--- src/design/dsw_map.svh ---
// Register offsets, field positions, reset values and pattern constants
// for the data switch control block. Definitions only.
`ifndef DSW_MAP_SVH
`define DSW_MAP_SVH

// ****************************************************************
// Register offsets
// ****************************************************************
`define DSW_TX_TIMING_OFS   16'h0018
`define DSW_RX_CONFIG_OFS   16'h0019
`define DSW_RX_TIMING_OFS   16'h001a

// ****************************************************************
// Reset values
// ****************************************************************
`define DSW_TX_TIMING_RST   16'h0c20
`define DSW_RX_CONFIG_RST   16'h2500
`define DSW_RX_TIMING_RST   16'h4c20

// ****************************************************************
// Field positions
// ****************************************************************
`define DSW_SRC_SEL_HI      15
`define DSW_SRC_SEL_LO      14
`define DSW_TRIG_MODE_HI    13
`define DSW_TRIG_MODE_LO    12
`define DSW_MASK_HI         7
`define DSW_MASK_LO         0
`define DSW_PIN_EN_BIT      12
`define DSW_PIN_HIGH_HI     11
`define DSW_PIN_HIGH_LO     10
`define DSW_PIN_LOW_HI      9
`define DSW_PIN_LOW_LO      8
`define DSW_OFF_SEL_BIT     7
`define DSW_ON_SEL_BIT      6
`define DSW_FILL_SEL_BIT    5

// ****************************************************************
// Patterns
// ****************************************************************
`define DSW_KR_FAULT        32'h0100_009c
`define DSW_KR_IDLE         32'h0707_0707
`define DSW_KX_COMMA        8'hbc
`define DSW_KX_I1_DATA      8'hc5
`define DSW_KX_I2_DATA      8'h50
`define DSW_KX_ERROR        8'hfe
`define DSW_STRAP_ROUTE_RX  1'b1

`endif

--- src/design/dsw_pkg.sv ---
// Types shared by the data switch control block.
// Assumes dsw_map.svh sits beside it for the numeric constants.
package dsw_pkg;

  typedef enum logic [1:0] {
    DSW_MODE_KR,
    DSW_MODE_KX,
    DSW_MODE_OTHER
  } dsw_mode_type;

  typedef enum logic [1:0] {
    DSW_RUN,
    DSW_WAIT_OFF,
    DSW_MASK,
    DSW_WAIT_ON
  } dsw_state_type;

endpackage

--- src/design/dsw_fifo.sv ---
// Small synchronous FIFO with valid/ready on both sides.
// Assumes one clock and a synchronous active-high reset.
`timescale 1ns/100ps
module dsw_fifo #(
  parameter int WIDTH = 32,
  parameter int DEPTH = 4
) (
  input  wire logic             ref_clk_in,
  input  wire logic             rst_in,
  input  wire logic [WIDTH-1:0] wr_data_in,
  input  wire logic             wr_valid_in,
  output logic                  wr_ready_out,
  output logic      [WIDTH-1:0] rd_data_out,
  output logic                  rd_valid_out,
  input  wire logic             rd_ready_in
);

  localparam int AW = (DEPTH > 1) ? $clog2(DEPTH) : 1;

  logic [WIDTH-1:0] mem_q [DEPTH];
  logic [AW-1:0]    wr_ptr_q;
  logic [AW-1:0]    rd_ptr_q;
  logic [AW:0]      count_q;
  logic             push;
  logic             pop;

  assign wr_ready_out = (count_q != (AW+1)'(DEPTH));
  assign rd_valid_out = (count_q != '0);
  assign push         = wr_valid_in && wr_ready_out;
  assign pop          = rd_valid_out && rd_ready_in;
  assign rd_data_out  = mem_q[rd_ptr_q];

  function automatic logic [AW-1:0] bump(input logic [AW-1:0] p);
    bump = (p == AW'(DEPTH - 1)) ? '0 : p + 1'b1;
  endfunction

  always_ff @(posedge ref_clk_in) begin
    if (push) begin
      mem_q[wr_ptr_q] <= wr_data_in;
    end
  end

  always_ff @(posedge ref_clk_in) begin
    if (rst_in) begin
      wr_ptr_q <= '0;
      rd_ptr_q <= '0;
      count_q  <= '0;
    end else begin
      if (push) begin
        wr_ptr_q <= bump(wr_ptr_q);
      end
      if (pop) begin
        rd_ptr_q <= bump(rd_ptr_q);
      end
      count_q <= count_q + (AW+1)'(push) - (AW+1)'(pop);
    end
  end

endmodule

--- src/design/dsw_switch_ctrl.sv ---
// Transmit and receive data switch control with its management registers.
// Assumes register accesses arrive already decoded from the management
// interface, and a strap pin asynchronous to ref_clk_in.
`timescale 1ns/100ps
`include "dsw_map.svh"
module dsw_switch_ctrl
  import dsw_pkg::*;
#(
  parameter int DATA_W = 32,
  parameter int FIFO_DEPTH = 4
) (
  input  wire logic              ref_clk_in,
  input  wire logic              rst_in,
  input  wire logic [1:0]        link_mode_in,
  // Management register access
  input  wire logic [15:0]       mgmt_addr_in,
  input  wire logic              mgmt_wr_in,
  input  wire logic              mgmt_rd_in,
  input  wire logic [15:0]       mgmt_wdata_in,
  output logic      [15:0]       mgmt_rdata_out,
  output logic                   mgmt_rvalid_out,
  // Strap pin and settings held elsewhere
  input  wire logic              switch_strap_pin_in,
  input  wire logic              strap_switch_enable_in,
  input  wire logic              strap_switch_route_in,
  input  wire logic              tx_pin_control_enable_in,
  input  wire logic [1:0]        tx_pin_high_source_in,
  input  wire logic [1:0]        tx_pin_low_source_in,
  input  wire logic              tx_off_pattern_select_in,
  input  wire logic              tx_on_pattern_select_in,
  input  wire logic              tx_fill_select_in,
  input  wire logic [15:0]       tx_off_character_in,
  input  wire logic [15:0]       tx_on_character_in,
  input  wire logic [15:0]       rx_off_character_in,
  input  wire logic [15:0]       rx_on_character_in,
  // Transmit switch data
  input  wire logic [DATA_W-1:0] tx_low_speed_side_in,
  input  wire logic [DATA_W-1:0] tx_high_speed_side_in,
  input  wire logic              tx_valid_in,
  output logic                   tx_ready_out,
  output logic      [DATA_W-1:0] tx_data_out,
  output logic                   tx_valid_out,
  input  wire logic              tx_ready_in,
  output logic                   tx_source_out,
  output logic                   tx_pending_out,
  // Receive switch data
  input  wire logic [DATA_W-1:0] rx_low_speed_side_in,
  input  wire logic [DATA_W-1:0] rx_high_speed_side_in,
  input  wire logic              rx_valid_in,
  output logic                   rx_ready_out,
  output logic      [DATA_W-1:0] rx_data_out,
  output logic                   rx_valid_out,
  input  wire logic              rx_ready_in,
  output logic                   rx_source_out,
  output logic                   rx_pending_out
);

  // ****************************************************************
  // Registers
  // ****************************************************************
  logic [15:0] tx_timing_q;
  logic [15:0] rx_config_q;
  logic [15:0] rx_timing_q;
  logic [15:0] rdata_q;
  logic        rvalid_q;

  always_ff @(posedge ref_clk_in) begin
    if (rst_in) begin
      tx_timing_q <= `DSW_TX_TIMING_RST;
      rx_config_q <= `DSW_RX_CONFIG_RST;
      rx_timing_q <= `DSW_RX_TIMING_RST;
    end else if (mgmt_wr_in) begin
      // Reserved bits stay writable; software keeps them at default
      case (mgmt_addr_in)
        `DSW_TX_TIMING_OFS: tx_timing_q <= mgmt_wdata_in;
        `DSW_RX_CONFIG_OFS: rx_config_q <= mgmt_wdata_in;
        `DSW_RX_TIMING_OFS: rx_timing_q <= mgmt_wdata_in;
        default: ;
      endcase
    end
  end

  always_ff @(posedge ref_clk_in) begin
    if (rst_in) begin
      rdata_q  <= 16'h0000;
      rvalid_q <= 1'b0;
    end else begin
      rvalid_q <= mgmt_rd_in;
      if (mgmt_rd_in) begin
        case (mgmt_addr_in)
          `DSW_TX_TIMING_OFS: rdata_q <= tx_timing_q;
          `DSW_RX_CONFIG_OFS: rdata_q <= rx_config_q;
          `DSW_RX_TIMING_OFS: rdata_q <= rx_timing_q;
          default:            rdata_q <= 16'h0000;
        endcase
      end
    end
  end

  assign mgmt_rdata_out  = rdata_q;
  assign mgmt_rvalid_out = rvalid_q;

  // ****************************************************************
  // Strap synchroniser
  // ****************************************************************
  logic strap_meta_q;
  logic strap_q;

  always_ff @(posedge ref_clk_in) begin
    if (rst_in) begin
      strap_meta_q <= 1'b0;
      strap_q      <= 1'b0;
    end else begin
      strap_meta_q <= switch_strap_pin_in;
      strap_q      <= strap_meta_q;
    end
  end

  // ****************************************************************
  // Source request per switch
  // ****************************************************************
  logic       tx_pin_active;
  logic       rx_pin_active;
  logic [1:0] want_src [2];

  // Pin control only counts once the strap is enabled and routed here
  assign tx_pin_active = tx_pin_control_enable_in && strap_switch_enable_in
                      && (strap_switch_route_in != `DSW_STRAP_ROUTE_RX);
  assign rx_pin_active = rx_config_q[`DSW_PIN_EN_BIT]
                      && strap_switch_enable_in
                      && (strap_switch_route_in == `DSW_STRAP_ROUTE_RX);

  assign want_src[0] = !tx_pin_active
      ? tx_timing_q[`DSW_SRC_SEL_HI:`DSW_SRC_SEL_LO]
      : (strap_q ? tx_pin_high_source_in : tx_pin_low_source_in);
  assign want_src[1] = !rx_pin_active
      ? rx_timing_q[`DSW_SRC_SEL_HI:`DSW_SRC_SEL_LO]
      : strap_q ? rx_config_q[`DSW_PIN_HIGH_HI:`DSW_PIN_HIGH_LO]
                : rx_config_q[`DSW_PIN_LOW_HI:`DSW_PIN_LOW_LO];

  // ****************************************************************
  // Pattern helpers
  // ****************************************************************
  function automatic logic is_kx_idle(input logic [DATA_W-1:0] w);
    is_kx_idle = (w[7:0] == `DSW_KX_COMMA)
              && ((w[15:8] == `DSW_KX_I1_DATA)
               || (w[15:8] == `DSW_KX_I2_DATA));
  endfunction

  // Trigger match for OFF or ON, by pattern select
  function automatic logic pattern_hit(input logic [DATA_W-1:0] w,
                                       input dsw_mode_type      md,
                                       input logic              sel,
                                       input logic [15:0]       chr);
    case (md)
      DSW_MODE_KR: pattern_hit = sel ? (w == DATA_W'(`DSW_KR_FAULT))
                                     : (w == DATA_W'(`DSW_KR_IDLE));
      DSW_MODE_KX: pattern_hit = sel ? (w[15:0] == chr) : is_kx_idle(w);
      // Outside KR and KX the selects mean nothing; never block
      default:     pattern_hit = 1'b1;
    endcase
  endfunction

  function automatic logic [DATA_W-1:0] fill_word(input dsw_mode_type md,
                                                  input logic sel);
    case (md)
      DSW_MODE_KX: fill_word = sel ? DATA_W'(`DSW_KX_ERROR)
                     : DATA_W'({`DSW_KX_I2_DATA, `DSW_KX_COMMA});
      DSW_MODE_KR: fill_word = sel ? DATA_W'(`DSW_KR_FAULT)
                                   : DATA_W'(`DSW_KR_IDLE);
      default:     fill_word = DATA_W'(`DSW_KR_IDLE);
    endcase
  endfunction

  // OFF accepts any data for 01, and for 10 on the receive side only
  function automatic logic off_any(input logic [1:0] tm, input logic is_rx);
    off_any = (tm == 2'b01) || (is_rx && (tm == 2'b10));
  endfunction

  // ****************************************************************
  // Per-switch data path
  // ****************************************************************
  dsw_mode_type      mode;
  logic [DATA_W-1:0] ls_data [2];
  logic [DATA_W-1:0] hs_data [2];
  logic              in_valid [2];
  logic              fifo_ready [2];
  logic [DATA_W-1:0] fifo_out [2];
  logic              fifo_valid [2];
  logic              out_ready [2];
  logic [15:0]       timing [2];
  logic              off_sel [2];
  logic              on_sel [2];
  logic              fill_sel [2];
  logic [15:0]       off_chr [2];
  logic [15:0]       on_chr [2];
  logic              cur_src [2];
  logic              pending [2];

  assign mode = (link_mode_in == 2'b00) ? DSW_MODE_KR
              : (link_mode_in == 2'b01) ? DSW_MODE_KX : DSW_MODE_OTHER;

  assign ls_data    = '{tx_low_speed_side_in, rx_low_speed_side_in};
  assign hs_data    = '{tx_high_speed_side_in, rx_high_speed_side_in};
  assign in_valid   = '{tx_valid_in, rx_valid_in};
  assign out_ready  = '{tx_ready_in, rx_ready_in};
  assign timing     = '{tx_timing_q, rx_timing_q};
  assign off_sel    = '{tx_off_pattern_select_in,
                        rx_config_q[`DSW_OFF_SEL_BIT]};
  assign on_sel     = '{tx_on_pattern_select_in,
                        rx_config_q[`DSW_ON_SEL_BIT]};
  assign fill_sel   = '{tx_fill_select_in,
                        rx_config_q[`DSW_FILL_SEL_BIT]};
  assign off_chr    = '{tx_off_character_in, rx_off_character_in};
  assign on_chr     = '{tx_on_character_in, rx_on_character_in};

  for (genvar i = 0; i < 2; i++) begin : g_sw
    dsw_state_type     state_q;
    logic              src_q;
    logic [7:0]        cnt_q;
    logic [DATA_W-1:0] live;
    logic [DATA_W-1:0] push_data;
    logic              step;
    logic              target;
    logic              change;
    logic [1:0]        tmode;
    logic              off_ok;
    logic              on_ok;

    assign tmode  = timing[i][`DSW_TRIG_MODE_HI:`DSW_TRIG_MODE_LO];
    assign live   = src_q ? hs_data[i] : ls_data[i];
    assign step   = in_valid[i] && fifo_ready[i];
    // Reserved source codes leave the switch where it is
    assign target = want_src[i][1] ? src_q : want_src[i][0];
    assign change = (target != src_q);
    assign off_ok = off_any(tmode, i == 1)
                 || pattern_hit(live, mode, off_sel[i], off_chr[i]);
    assign on_ok  = tmode[1]
                 || pattern_hit(live, mode, on_sel[i], on_chr[i]);

    always_ff @(posedge ref_clk_in) begin
      if (rst_in) begin
        state_q <= DSW_RUN;
        src_q   <= (i == 1);
        cnt_q   <= 8'h00;
      end else if (step) begin
        case (state_q)
          DSW_RUN: begin
            if (change) begin
              state_q <= DSW_WAIT_OFF;
            end
          end
          DSW_WAIT_OFF: begin
            if (!change) begin
              state_q <= DSW_RUN;
            end else if (off_ok) begin
              src_q   <= target;
              cnt_q   <= timing[i][`DSW_MASK_HI:`DSW_MASK_LO];
              state_q <= DSW_MASK;
            end
          end
          DSW_MASK: begin
            if (cnt_q <= 8'h01) begin
              state_q <= DSW_WAIT_ON;
            end else begin
              cnt_q <= cnt_q - 8'h01;
            end
          end
          DSW_WAIT_ON: begin
            if (on_ok) begin
              state_q <= DSW_RUN;
            end
          end
          default: state_q <= DSW_RUN;
        endcase
      end
    end

    // Stuffing covers the mask count and the wait for the ON trigger
    assign push_data = ((state_q == DSW_MASK) || (state_q == DSW_WAIT_ON))
                     ? fill_word(mode, fill_sel[i]) : live;

    assign cur_src[i] = src_q;
    assign pending[i] = (state_q != DSW_RUN);

    dsw_fifo #(
      .WIDTH (DATA_W),
      .DEPTH (FIFO_DEPTH)
    ) u_fifo (
      .ref_clk_in   (ref_clk_in),
      .rst_in       (rst_in),
      .wr_data_in   (push_data),
      .wr_valid_in  (in_valid[i]),
      .wr_ready_out (fifo_ready[i]),
      .rd_data_out  (fifo_out[i]),
      .rd_valid_out (fifo_valid[i]),
      .rd_ready_in  (out_ready[i])
    );
  end

  // ****************************************************************
  // Outputs
  // ****************************************************************
  assign tx_ready_out   = fifo_ready[0];
  assign tx_data_out    = fifo_out[0];
  assign tx_valid_out   = fifo_valid[0];
  assign tx_source_out  = cur_src[0];
  assign tx_pending_out = pending[0];
  assign rx_ready_out   = fifo_ready[1];
  assign rx_data_out    = fifo_out[1];
  assign rx_valid_out   = fifo_valid[1];
  assign rx_source_out  = cur_src[1];
  assign rx_pending_out = pending[1];

endmodule

--- config.mk ---
export PLATFORM = sky130hd
export DESIGN_NAME = dsw_switch_ctrl
export DESIGN_NICKNAME = d
export VERILOG_FILES = /design/src/design/dsw_pkg.sv /design/src/design/dsw_fifo.sv /design/src/design/dsw_switch_ctrl.sv
export VERILOG_INCLUDE_DIRS = /design/src /design/src/design
export SDC_FILE = /design/constraint.sdc
export NUM_CORES = 1
export LEC_CHECK = 0
export BUFFER_PORTS_ARGS = -buffer_cell sky130_fd_sc_hd__buf_2
export CELL_PAD_IN_SITES_DETAIL_PLACEMENT = 1
export CELL_PAD_IN_SITES_GLOBAL_PLACEMENT = 1
export CORE_AREA = 5 5 214 216
export CTS_BUF_LIST = sky130_fd_sc_hd__clkbuf_8 sky130_fd_sc_hd__clkbuf_16
export DETAILED_ROUTE_END_ITERATION = 12
export DIE_AREA = 0 0 219 221
export PLACE_DENSITY = 0.71
export SYNTH_ARGS = -nofsm -noshare
export SYNTH_HDL_FRONTEND = slang
export SYNTH_SLANG_ARGS = --single-unit
--- constraint.sdc ---
create_clock -name ref_clk_in -period 6.4 [get_ports ref_clk_in]
set_clock_uncertainty 0.2 [all_clocks]
set_input_delay 1.28 -clock ref_clk_in [delete_from_list [all_inputs] [get_ports ref_clk_in]]
set_output_delay 1.28 -clock ref_clk_in [all_outputs]
set_load 0.01 [all_outputs]
==> Word level (Yosys, flattened, before mapping) <==
Memories as Yosys holds them, arrays and structs flattened. A register that Yosys moved wholly into a read port is not among the register bits.
Cells that the tools add are included.
{ "word_totals": {"elab_cells": 185, "reg_bits": 103, "n_memories": 2, "mem_bits_rw": 256} }
{ "classes": {"n_reduce_logical": 38, "bitwise": 1, "mux": 63, "order_cmp": 2, "eq_ne": 50, "add_sub_neg": 10} }
{ "memory_table": {"columns": ["memory", "words", "width", "rd", "rd_ports_with_merged_regs", "write_ports", "line_no", "source"], "rows": [
  ["g_sw[0].u_fifo.mem_q", 4, 32, 1, 1, 1, "dsw_fifo.sv:20", "logic [WIDTH-1:0] mem_q [DEPTH];"],
  ["g_sw[1].u_fifo.mem_q", 4, 32, 1, 1, 1, "dsw_fifo.sv:20", null]
]} }
{ "op_table": {"columns": ["op", "count"], "rows": [
  ["32-bit two-way mux", 4],
  ["27-bit one-hot mux with 2 select lines", 2],
  ["16-bit == test", 4],
  ["32-bit by 25-bit == test with 1-bit output, second input constant", 2],
  ["32-bit by 27-bit == test with 1-bit output, second input constant", 2],
  ["27-bit two-way mux", 2],
  ["16-bit by 5-bit == test with 1-bit output, second input constant", 3],
  ["2-bit two-way mux", 24],
  ["8-bit two-way mux", 6],
  ["16-bit one-hot mux with 3 select lines", 1],
  ["8-bit == test, second input constant", 4],
  ["8-bit one-hot mux with 2 select lines", 2],
  ["15-bit two-way mux", 2],
  ["2-bit != test, second input constant", 12],
  ["5-bit AND reduction", 4],
  ["2-bit == test, second input constant", 9],
  ["8-bit by 7-bit == test with 1-bit output, second input constant", 2],
  ["8-bit by 1-bit less-or-equal comparator with 1-bit output, second input constant", 2],
  ["2-bit one-hot mux with 4 select lines", 2],
  ["8-bit by 1-bit subtractor with 8-bit output, second input constant", 2],
  ["1-bit two-way mux", 14],
  ["2-bit by 1-bit == test with 1-bit output, second input constant", 6],
  ["3-bit != test, second input constant", 4],
  ["1-bit logical AND", 10],
  ["12 further kinds", 39]
]} }

==> Depth between registers and ports, before layout <==
{ "depth": {"ltp_word": 10, "depth_mapped": 12} }

==> Modules after synthesis <==
From an unflattened synthesis, not the netlist that was laid out.
{ "hier_totals": {"cells_unflattened": 1330, "area_unflattened_um2": 17118.9} }
{ "by_module_without_submodules": {"columns": ["module", "cells_each", "seq_area_each_um2", "instances", "area_each_um2"], "rows": [
  ["dsw_switch_ctrl", 898, 1781.7, 1, 6942.9],
  ["dsw_fifo at g_sw[1].u_fifo", 216, 4023.9, 1, 5093.6],
  ["dsw_fifo at g_sw[0].u_fifo", 216, 4023.9, 1, 5082.4]
]} }

==> Least setup slack after synthesis <==
OpenSTA, ideal clock, no wires.
{ "synth_timing": {"kind": "input-to-reg", "startpoint": "input rx_low_speed_side_in[12]", "endpoint": "register g_sw[1].cnt_q[3]", "cell_stages": 8, "path_slack_ns": 2.855, "path_buffers": 0, "setup_ns": 0.134, "arrival_time_ns": 3.210, "cell_sequence": "mux2_4 -> or4_4 -> a221oi_2 -> a311oi_1 -> a21oi_2 -> a21oi_2 -> a2111oi_0 -> o31ai_1"} }
{ "synth_via": {"elab_chain_cells": 9, "word_cells_on_any_way": 14, "classes_between": "eq/ne: 6; mux: 4; reduce/logical: 4"} }
{ "synth_lines": {"columns": ["item", "line_no", "source"], "rows": [
  ["start: declaration", "dsw_switch_ctrl.sv:47", "input wire logic [DATA_W-1:0] rx_low_speed_side_in,"],
  ["32-bit two-way mux *", "dsw_switch_ctrl.sv:231", "assign live = src_q ? hs_data[i] : ls_data[i];"],
  ["8-bit == test (no source line) / 8-bit by 7-bit == test with 1-bit output (equally long branches)", null, null],
  ["1-bit logical OR", "dsw_switch_ctrl.sv:146", "&& ((w[15:8] == `DSW_KX_I1_DATA)"],
  ["1-bit logical AND", "dsw_switch_ctrl.sv:145", "is_kx_idle = (w[7:0] == `DSW_KX_COMMA)"],
  ["1-bit two-way mux", "dsw_switch_ctrl.sv:158", "DSW_MODE_KX: pattern_hit = sel ? (w[15:0] == chr) : is_kx_idle(w);"],
  ["1-bit one-hot mux with 2 select lines *", "dsw_switch_ctrl.sv:155", "case (md)"],
  ["1-bit logical OR *", "dsw_switch_ctrl.sv:237", "|| pattern_hit(live, mode, off_sel[i], off_chr[i]);"],
  ["2-bit != test (no source line) *", null, null],
  ["5-bit AND reduction (no source line) *", null, null],
  ["end signal: assignment", "dsw_switch_ctrl.sv:258", "cnt_q <= timing[i][`DSW_MASK_HI:`DSW_MASK_LO];"],
  ["end signal: assignment", "dsw_switch_ctrl.sv:266", "cnt_q <= cnt_q - 8'h01;"],
  ["end: declaration", "dsw_switch_ctrl.sv:220", "logic [7:0] cnt_q;"]
]} }
Mark *: on every way between the ends. The rest lies on a longest branch, timed or not.
A chain may end at the register's enable or synchronous reset.

==> Worst setup path after layout <==
{ "layout_timing": {"startpoint": "register g_sw[1].src_q (netlist: rx_source_out)", "endpoint": "register g_sw[1].cnt_q[5]"} }
{ "layout_via": {"elab_chain_cells": 9, "word_cells_on_any_way": 18, "classes_between": "eq/ne: 9; mux: 5; reduce/logical: 4"} }
{ "layout_lines": {"columns": ["item", "line_no", "source"], "rows": [
  ["start: declaration", "dsw_switch_ctrl.sv:219", "logic src_q;"],
  ["start signal: assignment", "dsw_switch_ctrl.sv:244", "src_q <= (i == 1);"],
  ["start signal: assignment", "dsw_switch_ctrl.sv:257", "src_q <= target;"],
  ["32-bit two-way mux", "dsw_switch_ctrl.sv:231", null],
  ["8-bit == test (no source line) / 8-bit by 7-bit == test with 1-bit output (equally long branches)", null, null],
  ["1-bit logical OR", "dsw_switch_ctrl.sv:146", null],
  ["1-bit logical AND", "dsw_switch_ctrl.sv:145", null],
  ["1-bit two-way mux", "dsw_switch_ctrl.sv:158", null],
  ["1-bit one-hot mux with 2 select lines", "dsw_switch_ctrl.sv:155", null],
  ["1-bit logical OR", "dsw_switch_ctrl.sv:237", null],
  ["2-bit != test (no source line)", null, null],
  ["5-bit AND reduction (no source line) *", null, null]
]} }
Marks and branches as above.

==> results.tsv <==
stage	metric	value	unit
drt	vias_per_cell	5.47	
status	status	finished, final reports clean	
timing	fin_crit_sh	68.1	%
drt	ant_nets	0	
power_and_ir_drop	p_clk_share	36.5	%
power_and_ir_drop	power_density	303	nW/um^2
timing	finalSetupTns	0	ps
yosys	syn_avg_cell_area	12.7	um^2
placement	gp_congestion	0.905	
timing	hold_violations	0	
placement	placed_cells	2239	
power_and_ir_drop	power.switching	0.00166	W
clock_network	htree_levels	2	
clock_network	cts_resized	0	
clock_network	cts_root_buf	clkbuf_16	
clock_network	cts_buffers	40	
yosys	yosys.area.top_type_share	44.8	%
yosys	synth-async-reset-ratio	0	%
worst_setup_path	crit_arrival	4550	ps
timing	period_needed	4360	ps
global_route	grt_max_degree	93	
placement	port_buffers	333	
layout	nNetsFinal	1954	
hold_path	hold_class	reg -> reg	
floorplan	die_area	48400	um^2
clock_network	clock_latency	540	ps
drt	routed_wl	54300	um
global_route	grt_pass1_wl	81800	um
hold_path	holdPathStages	1	
yosys	netlist_area	17200	um^2
timing	worstMarginPinSlew	1140	ps
yosys	yosysSeqAreaShare	57.3	%
clock_network	cts_tree	done	
floorplan	die_h	221	um
yosys	yosysTopAreaCell	edfxtp_1	
power_and_ir_drop	p_seq_share	44.3	%
global_route	grt.overflow.total	0	
yosys	synth.most_common_cell	edfxtp_1	
drt	wl_per_cell	23.4	um
run	max_cap_violations	0	
worst_setup_path	r2r_cells	8	
drt	vias	12700	
drt	drc	0	
timing	drv_slew	0	
yosys	syn_inst	1355	
floorplan	die_width	219	um
yosys	synthFlopType	edfxtp_1	
worst_setup_path	crit_fanout	41	
placement	dp_hpwl	40300	um
yosys	ys_warn_count	0	
yosys	synth.distinct_cells	72	
power_and_ir_drop	p_comb_share	19.1	%
floorplan	io_pins	334	
floorplan	start_util	39.2	%
drt	drt_iter0_drc	786	
clock_network	path_clk_slew	60	ps
worst_setup_path	endpoint_kind	flop	
worst_setup_path	critical_path_class	reg -> reg	
drt	drtPass1Iterations	7	
clock_network	cts_sinks	363	
power_and_ir_drop	switching_share	26.4	%
clock_network	postCtsSetupRepairBufs	0	
layout	stdcell_count	2317	
clock_network	clk_path_buf_depth	3	
power_and_ir_drop	p_leak	7.95	nW
floorplan	rows	77	
power_and_ir_drop	max-vdd-ir-drop	164	uV
layout	drive_gt1_share	29.5	%
yosys	yosys-top-cells-area	edfxtp_1 45%, dfxtp_1 12%, mux4_2 8.4%	
timing	rsz0062_at_grt	no	
timing	timing.hold.ws	248	ps
power_and_ir_drop	p_int	0.00464	W
worst_setup_path	start_kind	flop	
timing	setup_violations	0	
timing	fmax	0.230	GHz
global_route	grt_pass1_vias	13500	
global_route	antenna_found_initial	11	
timing	max_slew_margin	23.7	%
worst_setup_path	cp_data_required_time	6590	ps
layout	synthToLayoutAreaGrowth	21.3	%
clock_network	hold_buffers	0	
global_route	grt_usage	21.9	%
floorplan	coreArea	43700	um^2
yosys	ys_top_cells_by_count	256 x edfxtp_1, 141 x nor2_1, 128 x mux2i_1	
yosys	synth-seq-cells	363	
yosys	synth_edf_count	256	
layout	fillers	4700	
yosys	synth_nets	1620	
critical path, stage by stage (launching register included):
cell       delay, ps
dfxtp_2         1020
mux2i_1          900
nand3_1          160
a2111oi_1        590
nor3_1           110
nor3_2           350
a21oi_2          170
a2111oi_0        530
o31ai_1          130
metrics by stage:
step / utilization (%) / worst slack (ps) / area, um^2 / total power, W
after global routing: 47.6 / 1770 / 20800 / 0.00658
after floorplan: - / 2860 / 17200 / 0.00353
after CTS: 47.6 / 2070 / 20800 / 0.00639
final: 47.6 / 2040 / 20800 / 0.00630
after global placement: 44.6 / 2140 / 19500 / 0.00404
after detailed placement: 44.6 / 1960 / 19500 / 0.00407
worst paths after layout:
path                               from  slack (ps)                             to
max          rx_source_out$_SDFFE_PP1P_        2040  g_sw[1].cnt_q[5]$_SDFFE_PP0P_
min             strap_meta_q$_SDFF_PP0_         250             strap_q$_SDFF_PP0_
max reg2reg  rx_source_out$_SDFFE_PP1P_        2040  g_sw[1].cnt_q[5]$_SDFFE_PP0P_
min reg2reg     strap_meta_q$_SDFF_PP0_         250             strap_q$_SDFF_PP0_
sequential cells by signal (all words and copies together) (netlist names), named ones only:
signal,count
rx_timing_q,16
tx_source_out,1
g_sw.u_fifo.wr_ptr_q,4
g_sw.state_q,2
g_sw.cnt_q,16
tx_timing_q,16
strap_q,1
mgmt_rvalid_out,1
strap_meta_q,1
rx_source_out,1
mgmt_rdata_out,16
g_sw.u_fifo.rd_ptr_q,4
rx_config_q,16
g_sw.u_fifo.count_q,6
g_sw.u_fifo.mem_q,256
final cells by class:
class                           instances  area, um^2  area share [%]
Clock inverter                         30         285            1.37
Multi-Input combinational cell        896        6940            33.4
Tap cell                              592         741            3.56
Timing Repair Buffer                  359        1860            8.94
Inverter                               29         109           0.523
Antenna cell                            7        17.5          0.0841
Clock buffer                           41        1030            4.93
Sequential cell                       363        9840            47.2
cell families (layout without fill, tap and decap cells):
family                     Yosys count  in the layout  synth area share (%)
AOI/OAI and AO/OA                  185            185                  6.73
xor gates and xnor gates            71             71                  3.62
adders and majority gates           20             20                  1.55
buffers and inverters               96            459                  2.29
DFF                                363            363                  57.3
muxes                              198            198                  16.3
other                                0              7                     0
and+or+nand+nor                    422            422                  12.3
per-layer routing:
layer  track usage, %  wire length (um)
met5                0                42
met4             6.50              1610
met3             4.95              3370
met2             36.8             26400
met1             28.4             22800
cells in the final DEF (no fill, tap or decap), types with 4 or more instances in the layout:
cell type  Yosys  layout
a2111oi_0      5       5
buf_4          2      26
o31ai_1        7       7
dfxtp_2        0       5
nand2_1       81      81
nand3b_1       5       5
nand4b_1       4       4
nor2_1       141     141
xor2_1         9       9
ha_1          18      18
or3_1          6       6
clkbuf_16      0      41
dfxtp_1      107     102
a21oi_1       60      60
nand3_1       21      21
bufinv_16      0       6
nand2b_1       8       8
or2_2          5       5
nor2b_1       30      30
a31oi_1        9       9
mux2_2         5       5
edfxtp_1     256     256
clkinv_1       1       9
and2_1         6       6
inv_1         28      38
o21ai_0       52      52
nor3b_1        5       5
mux2i_1      128     128
nand4_1       22      22
diode_2        0       7
buf_2          8     333
nor4b_1        9       9
a22oi_1        5       5
mux4_2        64      64
nor3_1        30      29
nor4_1        28      28
a21boi_0       9       9
xnor2_1       62      62
and3_1         8       8
o211ai_1       6       6
power groups by stage:
stage	Sequential (W)	Clock [W]	Combinational, W
after floorplan	0.00280	0	0.000732
after global placement	0.00283	0	0.00120
after detailed placement	0.00285	0	0.00122
after CTS	0.00280	0.00236	0.00123
after global routing	0.00281	0.00247	0.00130
final	0.00279	0.00230	0.00120
(Power assumes the default switching activity.)
